**src/pab_pkg.sv**
```systemverilog
// Shared constants, types and helpers for the PWM ADC trigger and brake flag block
package pab_pkg;

    // Register byte offsets
    localparam logic [11:0] OFF_TRIG_STAT = 12'h0F0;
    localparam logic [11:0] OFF_BRAKE_FLAGS = 12'h0F4;
    localparam logic [11:0] OFF_TRIG_SEL = 12'h0F8;

    // Reset values and writable masks
    localparam logic [31:0] TRIG_SEL_RST = 32'h0000_0000;
    localparam logic [31:0] TRIG_SEL_MASK = 32'h8F8F_8F8F;
    localparam logic [31:0] BRAKE_FLAGS_RST = 32'h0000_0000;
    localparam logic [31:0] BRAKE_FLAGS_MASK = 32'h0000_3F3F;
    localparam logic [7:0] TRIG_CNT_RST = 8'h00;

    // Field layout
    localparam int NUM_TRIG_CH = 4;
    localparam int NUM_BRK_CH = 6;
    localparam int TRIG_FIELD_W = 8;
    localparam int TRIG_EN_OFS = 7;
    localparam int TRIG_SEL_W = 4;
    localparam int EDGE_FLAG_LSB = 0;
    localparam int LVL_FLAG_LSB = 8;
    localparam int TRIG_CNT_W = 8;

    // Trigger source codes
    localparam logic [3:0] SEL_EVEN_ZERO = 4'h0;
    localparam logic [3:0] SEL_EVEN_PERIOD = 4'h1;
    localparam logic [3:0] SEL_EVEN_ZERO_PERIOD = 4'h2;
    localparam logic [3:0] SEL_EVEN_CMP_UP = 4'h3;
    localparam logic [3:0] SEL_EVEN_CMP_DN = 4'h4;
    localparam logic [3:0] SEL_ODD_CMP_UP = 4'h8;
    localparam logic [3:0] SEL_ODD_CMP_DN = 4'h9;

    // One-cycle counter events of one channel
    typedef struct packed {
        logic zero;
        logic period;
        logic cmpUp;
        logic cmpDn;
    } pab_cnt_evt_t;

    // APB request, driven straight from the bus signals
    typedef struct packed {
        logic [11:0] addr;
        logic write;
        logic [31:0] wdata;
    } pab_apb_req_t;

    // Code outside the documented table
    function automatic logic sel_reserved(input logic [3:0] code);
        sel_reserved = !(code <= SEL_EVEN_CMP_DN || code == SEL_ODD_CMP_UP
                         || code == SEL_ODD_CMP_DN);
    endfunction

    // Chosen event of the channel pair
    function automatic logic sel_hit(input logic [3:0] code,
                                     input pab_cnt_evt_t evenEvt,
                                     input pab_cnt_evt_t oddEvt);
        case (code)
            SEL_EVEN_ZERO: sel_hit = evenEvt.zero;
            SEL_EVEN_PERIOD: sel_hit = evenEvt.period;
            SEL_EVEN_ZERO_PERIOD: sel_hit = evenEvt.zero | evenEvt.period;
            SEL_EVEN_CMP_UP: sel_hit = evenEvt.cmpUp;
            SEL_EVEN_CMP_DN: sel_hit = evenEvt.cmpDn;
            SEL_ODD_CMP_UP: sel_hit = oddEvt.cmpUp;
            SEL_ODD_CMP_DN: sel_hit = oddEvt.cmpDn;
            default: sel_hit = 1'b0;
        endcase
    endfunction

endpackage

```
**src/pab_flag_reg.sv**
```systemverilog
// Sticky brake flags, write-one-to-clear under write protection
`timescale 1ns/1ps
module pab_flag_reg (
    // Clock and reset
    input wire logic clk,
    input wire logic rst,
    // Brake events
    input wire logic [5:0] edgeEvt,
    input wire logic [5:0] lvlEvt,
    // Clear request
    input wire logic clrWr,
    input wire logic [31:0] clrData,
    input wire logic unlocked,
    // Flag word
    output logic [31:0] flags
);

    logic [31:0] flags_q;
    logic [31:0] flags_d;
    logic [31:0] setVec;
    logic [31:0] clrVec;
    logic clrOk;

    assign setVec = {18'h0_0000, lvlEvt, 2'b00, edgeEvt};
    assign clrOk = clrWr & unlocked;
    assign clrVec = clrOk ? (clrData & pab_pkg::BRAKE_FLAGS_MASK) : 32'h0000_0000;
    // Set wins over a clear in the same cycle
    assign flags_d = (flags_q & ~clrVec) | (setVec & pab_pkg::BRAKE_FLAGS_MASK);
    assign flags = flags_q;

    always_ff @(posedge clk or posedge rst) begin
        if (rst) begin
            flags_q <= pab_pkg::BRAKE_FLAGS_RST;
        end else begin
            flags_q <= flags_d;
        end
    end

endmodule

```
**src/pab_top.sv**
```systemverilog
// PWM ADC trigger select and brake flags, APB slave
//
// Contract
// - Level brake flags ch0-3 at bits 8-11
// - Level brake flags ch4-5 at bits 12-13
// - Edge brake flags ch0-5 at bits 0-5
// - Flag zero means no event since clear
// - Write one clears; zero keeps; no self-clear
// - Flag writes only while protection unlocked
// - Trigger select at 0xF8, resets to zero
// - Channel 3 triggers only when bit 31 set
// - Bits 27:24 choose channel 3 source
// - Channel 2 triggers only when bit 23 set
// - Bits 19:16 choose channel 2 source
// - Channel 1 triggers only when bit 15 set
// - Bits 11:8 choose channel 1 source
// - Channel 0 triggers only when bit 7 set
// - Bits 3:0 choose channel 0 source
// - Codes 0,1: even zero, even period
// - Code 2: even zero or period
// - Codes 3,4: even compare up, down
// - Codes 8,9: odd compare up, down
`timescale 1ns/1ps
module pab_top (
    // Clock and reset
    input wire logic clk,
    input wire logic rst,

    // APB slave
    input wire logic psel,
    input wire logic penable,
    input wire logic pwrite,
    input wire logic [11:0] paddr,
    input wire logic [31:0] pwdata,
    output logic [31:0] prdata,
    output logic pready,
    output logic pslverr,

    // System write protection
    input wire logic protUnlocked,

    // Counter events of channels 0 to 3
    input wire pab_pkg::pab_cnt_evt_t cntEvt0,
    input wire pab_pkg::pab_cnt_evt_t cntEvt1,
    input wire pab_pkg::pab_cnt_evt_t cntEvt2,
    input wire pab_pkg::pab_cnt_evt_t cntEvt3,

    // Brake events of channels 0 to 5
    input wire logic [5:0] edgeBrakeEvt,
    input wire logic [5:0] lvlBrakeEvt,

    // ADC trigger pulses
    output logic [3:0] adcTrig
);

    // Registers
    logic [31:0] trigSel_q;
    logic [31:0] trigSel_d;
    logic [31:0] prdata_q;
    logic [31:0] prdata_d;
    logic [7:0] trigCnt_q [4];
    logic [7:0] trigCnt_d [4];

    // Bus decode
    pab_pkg::pab_apb_req_t req;
    logic setupPh;
    logic accessPh;
    logic wrStb;
    logic hitSel;
    logic hitFlags;
    logic hitStat;
    logic mapped;
    logic wrSel;
    logic wrFlags;
    logic wrStat;

    // Block state
    logic [31:0] flagWord;
    logic [31:0] statWord;
    logic [31:0] rdMux;
    logic [3:0] trigEn;
    logic [3:0] trigSrc [4];
    logic [3:0] codeBad;
    pab_pkg::pab_cnt_evt_t evtArr [4];

    assign req.addr = paddr;
    assign req.write = pwrite;
    assign req.wdata = pwdata;

    // Zero wait state slave
    assign setupPh = psel & ~penable;
    assign accessPh = psel & penable;
    assign wrStb = accessPh & req.write;

    assign hitSel = (req.addr == pab_pkg::OFF_TRIG_SEL);
    assign hitFlags = (req.addr == pab_pkg::OFF_BRAKE_FLAGS);
    assign hitStat = (req.addr == pab_pkg::OFF_TRIG_STAT);
    assign mapped = hitSel | hitFlags | hitStat;

    assign wrSel = wrStb & hitSel;
    assign wrFlags = wrStb & hitFlags;
    assign wrStat = wrStb & hitStat;

    assign pready = 1'b1;
    assign pslverr = accessPh & ~mapped;
    assign prdata = prdata_q;

    // Read mux, reserved bits read zero
    assign rdMux = hitSel ? trigSel_q :
                   hitFlags ? flagWord :
                   hitStat ? statWord : 32'h0000_0000;
    assign prdata_d = setupPh ? rdMux : prdata_q;

    // Trigger select storage
    assign trigSel_d = wrSel ? (req.wdata & pab_pkg::TRIG_SEL_MASK) : trigSel_q;

    always_ff @(posedge clk or posedge rst) begin
        if (rst) begin
            trigSel_q <= pab_pkg::TRIG_SEL_RST;
            prdata_q <= 32'h0000_0000;
        end else begin
            trigSel_q <= trigSel_d;
            prdata_q <= prdata_d;
        end
    end

    // Channel field split
    assign trigEn[3] = trigSel_q[3 * pab_pkg::TRIG_FIELD_W + pab_pkg::TRIG_EN_OFS];
    assign trigEn[2] = trigSel_q[2 * pab_pkg::TRIG_FIELD_W + pab_pkg::TRIG_EN_OFS];
    assign trigEn[1] = trigSel_q[1 * pab_pkg::TRIG_FIELD_W + pab_pkg::TRIG_EN_OFS];
    assign trigEn[0] = trigSel_q[0 * pab_pkg::TRIG_FIELD_W + pab_pkg::TRIG_EN_OFS];
    assign trigSrc[3] = trigSel_q[27:24];
    assign trigSrc[2] = trigSel_q[19:16];
    assign trigSrc[1] = trigSel_q[11:8];
    assign trigSrc[0] = trigSel_q[3:0];

    assign evtArr[0] = cntEvt0;
    assign evtArr[1] = cntEvt1;
    assign evtArr[2] = cntEvt2;
    assign evtArr[3] = cntEvt3;

    // Each channel sees its pair's even and odd counter
    genvar gc;
    generate
        for (gc = 0; gc < pab_pkg::NUM_TRIG_CH; gc++) begin : gTrig
            pab_trig_sel uSel (
                .clk(clk),
                .rst(rst),
                .enable(trigEn[gc]),
                .source(trigSrc[gc]),
                .evenEvt(evtArr[gc & 2]),
                .oddEvt(evtArr[gc | 1]),
                .trig(adcTrig[gc])
            );
            assign codeBad[gc] = pab_pkg::sel_reserved(trigSrc[gc]);
        end
    endgenerate

    // Trigger counters, cleared by any status write; a pulse in that cycle counts
    generate
        for (gc = 0; gc < pab_pkg::NUM_TRIG_CH; gc++) begin : gCnt
            always_comb begin
                trigCnt_d[gc] = wrStat ? pab_pkg::TRIG_CNT_RST : trigCnt_q[gc];
                if (adcTrig[gc]) begin
                    trigCnt_d[gc] = trigCnt_d[gc] + 8'h01;
                end
            end
            always_ff @(posedge clk or posedge rst) begin
                if (rst) begin
                    trigCnt_q[gc] <= pab_pkg::TRIG_CNT_RST;
                end else begin
                    trigCnt_q[gc] <= trigCnt_d[gc];
                end
            end
        end
    endgenerate

    // Status word: channel 0-2 counters low, reserved-code marks high nibble
    assign statWord = {codeBad, 4'h0, trigCnt_q[2][7:0] & 8'h00,
                       trigCnt_q[1][7:0] & 8'h00, trigCnt_q[0][7:0] & 8'h00}
                      | {8'h00, trigCnt_q[2], trigCnt_q[1], trigCnt_q[0]}
                      | {24'h00_0000, 8'h00} ;

    // Brake flags
    pab_flag_reg uFlags (
        .clk(clk),
        .rst(rst),
        .edgeEvt(edgeBrakeEvt),
        .lvlEvt(lvlBrakeEvt),
        .clrWr(wrFlags),
        .clrData(req.wdata),
        .unlocked(protUnlocked),
        .flags(flagWord)
    );

endmodule

```
**src/pab_trig_sel.sv**
```systemverilog
// One ADC trigger channel: source select and enable gate
`timescale 1ns/1ps
module pab_trig_sel (
    // Clock and reset
    input wire logic clk,
    input wire logic rst,
    // Control fields
    input wire logic enable,
    input wire logic [3:0] source,
    // Counter events of the pair
    input wire pab_pkg::pab_cnt_evt_t evenEvt,
    input wire pab_pkg::pab_cnt_evt_t oddEvt,
    // Trigger pulse
    output logic trig
);

    logic trig_q;
    logic trig_d;
    logic hit;

    assign hit = pab_pkg::sel_hit(source, evenEvt, oddEvt);
    assign trig_d = enable & hit;
    assign trig = trig_q;

    always_ff @(posedge clk or posedge rst) begin
        if (rst) begin
            trig_q <= 1'b0;
        end else begin
            trig_q <= trig_d;
        end
    end

endmodule
```
**config.mk**
```make
export PLATFORM = sky130hd
export DESIGN_NAME = pab_top
export DESIGN_NICKNAME = d
export VERILOG_FILES = /design/src/pab_pkg.sv /design/src/pab_flag_reg.sv /design/src/pab_top.sv /design/src/pab_trig_sel.sv
export SDC_FILE = /design/constraint.sdc
export NUM_CORES = 1
export LEC_CHECK = 0
export ABC_AREA = 0
export BUFFER_PORTS_ARGS = -buffer_cell sky130_fd_sc_hd__buf_2
export CAP_MARGIN = 10
export CORE_AREA = 2 2 108 110
export CTS_CLUSTER_SIZE = 28
export DETAILED_ROUTE_END_ITERATION = 12
export DIE_AREA = 0 0 110 112
export GPL_ROUTABILITY_DRIVEN = 0
export GPL_TIMING_DRIVEN = 1
export PLACE_DENSITY = 0.65
export SLEW_MARGIN = 20
export SYNTH_ARGS = -nofsm -noshare
export SYNTH_HDL_FRONTEND = slang
export SYNTH_SLANG_ARGS = --single-unit
```
**constraint.sdc**
```tcl
create_clock -name clk -period 3 [get_ports clk]
set_input_delay 0.75 -clock clk [delete_from_list [all_inputs] [get_ports clk]]
set_output_delay 0.75 -clock clk [all_outputs]
set_load 0.005 [all_outputs]
```
==> Word-level counts from Yosys, hierarchy flattened <==
Cells that the tools add are included.
{ "classes": {"n_lt_le_gt_ge": 4, "eq_ne": 27, "muxes": 14, "n_addsub": 3, "n_reduce_logical": 16, "bitwise_logic": 22} }
{ "ops": {"columns": ["operator", "n"], "rows": [
  ["$mux 32", 3],
  ["$mux 8", 6],
  ["$eq 12x8->1 const B", 3],
  ["$and 32x32->32", 1],
  ["$eq 4x2->1 const B", 8],
  ["$eq 4x4->1 const B", 8],
  ["$not 32->32", 1],
  ["$or 32x14->32", 1],
  ["$or 32x24->32", 1],
  ["$pmux 1 s7", 4],
  ["$add 8x1->8 const B", 3],
  ["$eq 4x1->1 const B", 4],
  ["$eq 4x3->1 const B", 4],
  ["$le 4x3->1 const B", 4],
  ["$logic_not 4->1", 4],
  ["$mux 14", 1],
  ["$and 1x1->1", 12],
  ["$logic_or 1x1->1", 8],
  ["$logic_not 1->1", 4],
  ["$or 1x1->1", 4],
  ["$not 1->1", 2]
]} }
{ "totals": {"input_bits": 78, "regBits": 112, "word_cells": 96, "out_inout_bits": 38} }

==> Depth between registers and ports, before layout <==
{ "logic_depth": {"word_depth": 8, "mapped_depth": 10, "depth_no_buf": 8} }

==> Cells and area by module <==
A second synthesis with hierarchy kept.
{ "unflattened": {"cells_unflattened": 467, "hier_area_um2": 4813.4} }
{ "modules_own_cells": {"columns": ["module", "seq_area_each_um2", "area_each_um2", "n_inst", "cells_each"], "rows": [
  ["pab_top", 1901.8, 3672.3, 1, 343],
  ["pab_flag_reg", 300.3, 630.6, 1, 60],
  ["pab_trig_sel", 25.0, 127.6, 4, 16]
]} }

==> Worst setup path after synthesis <==
OpenSTA, ideal clock, no wires.
{ "synth_timing": {"kind": "input to output", "startpoint": "input port paddr[9]", "endpoint": "output port pslverr", "path_buffers": 1, "required_time_ps": 2250, "t_arrival_ps": 2067, "stages": 5, "setup_slack_ps": 183, "path_cell_list": "or4_4 -> or4_1 -> clkbuf_1 -> a21oi_1 -> nor2_1"} }
{ "synth_via": {"elab_chain_len": 5, "elab_cells_between_ends": 7, "cone_classes": "3 x eq/ne; 4 x bitwise"} }
{ "synth_rtl": {"columns": ["element", "line_no", "text"], "rows": [
  ["start, declared", "pab_top.sv:33", "input wire logic [11:0] paddr,"],
  ["$eq 12x8->1 (on tied branches)", "pab_top.sv:95, pab_top.sv:96", null],
  ["$or 1x1->1", "pab_top.sv:98", "assign mapped = hitSel | hitFlags | hitStat;"],
  ["$or 1x1->1 *", "pab_top.sv:98", null],
  ["$not 1->1 *", "pab_top.sv:105", "assign pslverr = accessPh & ~mapped;"],
  ["$and 1x1->1 *", "pab_top.sv:105", null],
  ["end, declared", "pab_top.sv:37", "output logic pslverr,"]
]} }
Every way passes the cells marked *; elsewhere a longest branch is shown, timed or not.

==> Worst setup path in the final report <==
Ends and elaborated chain as after synthesis.

==> metrics.md <==
| Metric | Value |
|---|---|
| Cell Chain, Critical Path | buf_2, or4_4, or4_4, a21oi_2, nor2_1, buf_2 |
| Final Max Slew Viols | 0 |
| Detail Placement HPWL | 7750 um |
| Period Utilization, post-route | 0.980 |
| Top-level I/O count | 116 |
| Sequential area share after synthesis | 0.525 |
| Syn nets | 500 |
| Gate Count Post-Synth | 419 |
| Post-synth EDFFs | 0 |
| Psw | 0.552 mW |
| Initial core utilization | 0.393 |
| Max stage delay on crit path | 0.55 ns |
| Routed wire length | 10900 um |
| Final nets | 599 |
| Max IR drop VDD | 0.358 mV |
| Comb pwr share | 0.051 |
| Fill count | 1040 |
| Unrepaired setup endpoints after global routing | no |
| WS Path Type | in2out |
| Yosys cell types | 45 |
| Syn avg cell area | 10.5 sq um |
| Slowest stage cell on the critical path | or4_4 |
| First-pass GRT wire length | 17500 um |
| Die H | 112 um |
| Yosys reg bits | 92 |
| Clock Power Share | 0.490 |
| Vias/cell | 5.20 |
| Top_reg_cell synth | dfrtp_1 |
| CP Capture Type | primary output |
| Cell with the most instances after synthesis | dfrtp_1 |
| Port Buf Inserts | 102 |
| YS warnings | 0 |
| Number of global-route vias before repair | 3469 |
| Routed Antenna Nets | 0 |
| Largest net degree at the start of global routing | 93 |
| Antenna violations before repair | 1 |
| Wire per inst | 16.3 um |
| Share of Yosys cell area claimed by the top area cell type | 0.525 |
| Final min period | 2.94 ns |
| Layout cell share with drive strength beyond 1 | 0.321 |
| Ys async rst share | 1.00 |
| Critical Path Fanout Max | 3 |
| Initial DRC count | 138 |
| Worst skew pair latency | 0.34 ns |
| Sw Share | 0.204 |
| CP Data Required Time | 2.25 ns |
| Drt pass-1 iters | 4 |
| Core Area | 11200 sq um |
| Hold Path Class | reg2reg |
| Synth cell count leaders | dfrtp_1 (92), nor2_1 (46), nand2_1 (45), mux2_2 (23), mux2i_1 (18) |
| Gr ovfl total | 0 |
| WHS | 0.464 ns |
| DRC | 0 |
| Total power draw | 2.71 mW |
| Area delta synth->final | 24.0% |
| Max cap viols | 0 |
| CP bufs+invs | 2 |
| Pwr Density | 498 nW/um^2 |
| Die ar. | 12300 sq um |
| Synthesized area | 4390 sq um |
| Leading area contributor after synthesis | dfrtp_1 |
| Worst-path clk slew | 0.06 ns |
| Worst relative slew slack | 0.612 |
| Worst setup SP type | primary input |
| CTS tree | done |
| Post-CTS setup buffer count | 0 |
| Sequential share of power | 0.459 |
| Clk_skew | 0.00542 ns |
| Top delay family on crit path | simple AND/OR/NAND/NOR gates |
| GRT Util Overall | 0.188 |
| CP arrival | 2.19 ns |
| FMAX | 0.340 GHz |
| Worst-Margin Slew | 0.581 ns |
| H-tree depth | 3 |
| Pint | 2.16 mW |
| Count of final setup violators | 0 |
| Die W | 110 um |
| Bufs on Longest Clock Path | 2 |
| Final count of hold timing violations | 0 |
| Core Rows | 39 |
| Leak | 2.63 nW |
| Leading post-synthesis cells by cell area | dfrtp_1 (52%), mux2_2 (5.9%), mux2i_1 (4.1%) |
| Status | finished clean |
| DR vias | 3468 |
| Root buffer cell | clkbuf_16 |
| Clock Sinks | 92 |
| Num CTS Buffers | 9 |
state kept, by name, indices dropped and copies added, names as in the netlist:
register / cells
gTrig.uSel.trig: 4
prdata: 32
trigCnt_q: 24
trigSel_q: 20
uFlags.flags: 12
worst paths after layout:
check | slack [ns] | to | cells past startpoint | from
worst max-delay path | 0.06 | pslverr | 6 | paddr[9]
worst min-delay path | 0.46 | prdata[7]$_DFFE_PP0P_ | 2 | prdata[7]$_DFFE_PP0P_
worst max register to register | 1.56 | gTrig[1].uSel.trig$_DFF_PP0_ | 4 | trigSel_q[8]$_DFFE_PP0P_
worst min register to register | 0.46 | prdata[7]$_DFFE_PP0P_ | 2 | prdata[7]$_DFFE_PP0P_
max in group asynchronous | 2.08 | trigSel_q[27]$_DFFE_PP0P_ | 3 | rst
min in group asynchronous | 0.55 | prdata[20]$_DFFE_PP0P_ | 3 | rst
final cells by class:
class / instances / area [sq um] / area share
Sequential cell: 92 / 2300 / 0.423
Multi-Input combinational cell: 283 / 1910 / 0.350
Timing Repair Buffer: 115 / 633 / 0.116
Clock buffer: 12 / 256 / 0.0471
Tap cell: 143 / 179 / 0.0329
Clock inverter: 4 / 95.1 / 0.0175
Inverter: 17 / 67.6 / 0.0124
Antenna cell: 1 / 2.50 / 0.000460
per-stage QoR:
step,setup TNS (ns),std cells,setup WS [ns],cell area [sq um],util
5_1_grt,0,667,0.0337,5440,0.487
6_report,0,667,0.0589,5440,0.487
4_1_cts,0,666,0.00205,5430,0.486
3_3_place_gp,-0.00633,650,-0.00633,5080,0.455
3_5_place_dp,-0.0529,650,-0.0153,5080,0.455
2_1_floorplan,0,419,0.183,4390,-
placed cells by master (no fill, tap or decap), types with 9 or more instances in the layout:
cell / n
buf_2: 102
xor2_1: 13
inv_1: 16
mux2i_1: 18
a31oi_1: 15
dfrtp_1: 92
buf_4: 11
clkbuf_16: 9
a22o_1: 10
nand4_1: 10
nor2_1: 46
mux2_2: 23
nand2_1: 45
timing repair:
| action | in CTS | in global routing |
|---|---|---|
| gates resized for setup | 0 | 2 |
| endpoints found under the setup margin | 0 | 1 |
| hold buffers | 0 | 0 |
power groups by stage:
stage / Sequential (mW) / Combinational (mW) / Clock (mW)
after floorplan: 1.27 / 0.0651 / 0
after global placement: 1.27 / 0.136 / 0
after detailed placement: 1.27 / 0.140 / 0
after CTS: 1.24 / 0.140 / 1.36
after global routing: 1.24 / 0.156 / 1.41
final: 1.24 / 0.138 / 1.33
kinds of logic (layout without fill, tap and decap cells):
kind of cell,Yosys count,count (layout),share of synthesized area
muxes,43,43,0.105
other,1,2,0.000854
AOI/OAI and AO/OA,72,72,0.115
and+or+nand+nor,143,143,0.160
adders and majority gates,3,3,0.00855
xor gates and xnor gates,21,21,0.0419
DFF,92,92,0.525
buffers and inverters,44,148,0.0442
tightest hold or removal path, stage by stage, from the launching register on:
cell and delay, ns:
dfrtp_1 0.33, nand2_1 0.05, nand2_1 0.05
routing by layer:
metal,wire length [um],global-route usage,up-vias,part of all wire
li1,-,-,1665,-
met1,4830,0.240,1678,0.44
met2,5100,0.296,96,0.47
met3,450,0.0345,29,0.041
met4,497,0.106,0,0.046
met5,0,0,-,0
No activity file was read; power rests on OpenSTA's default activity.
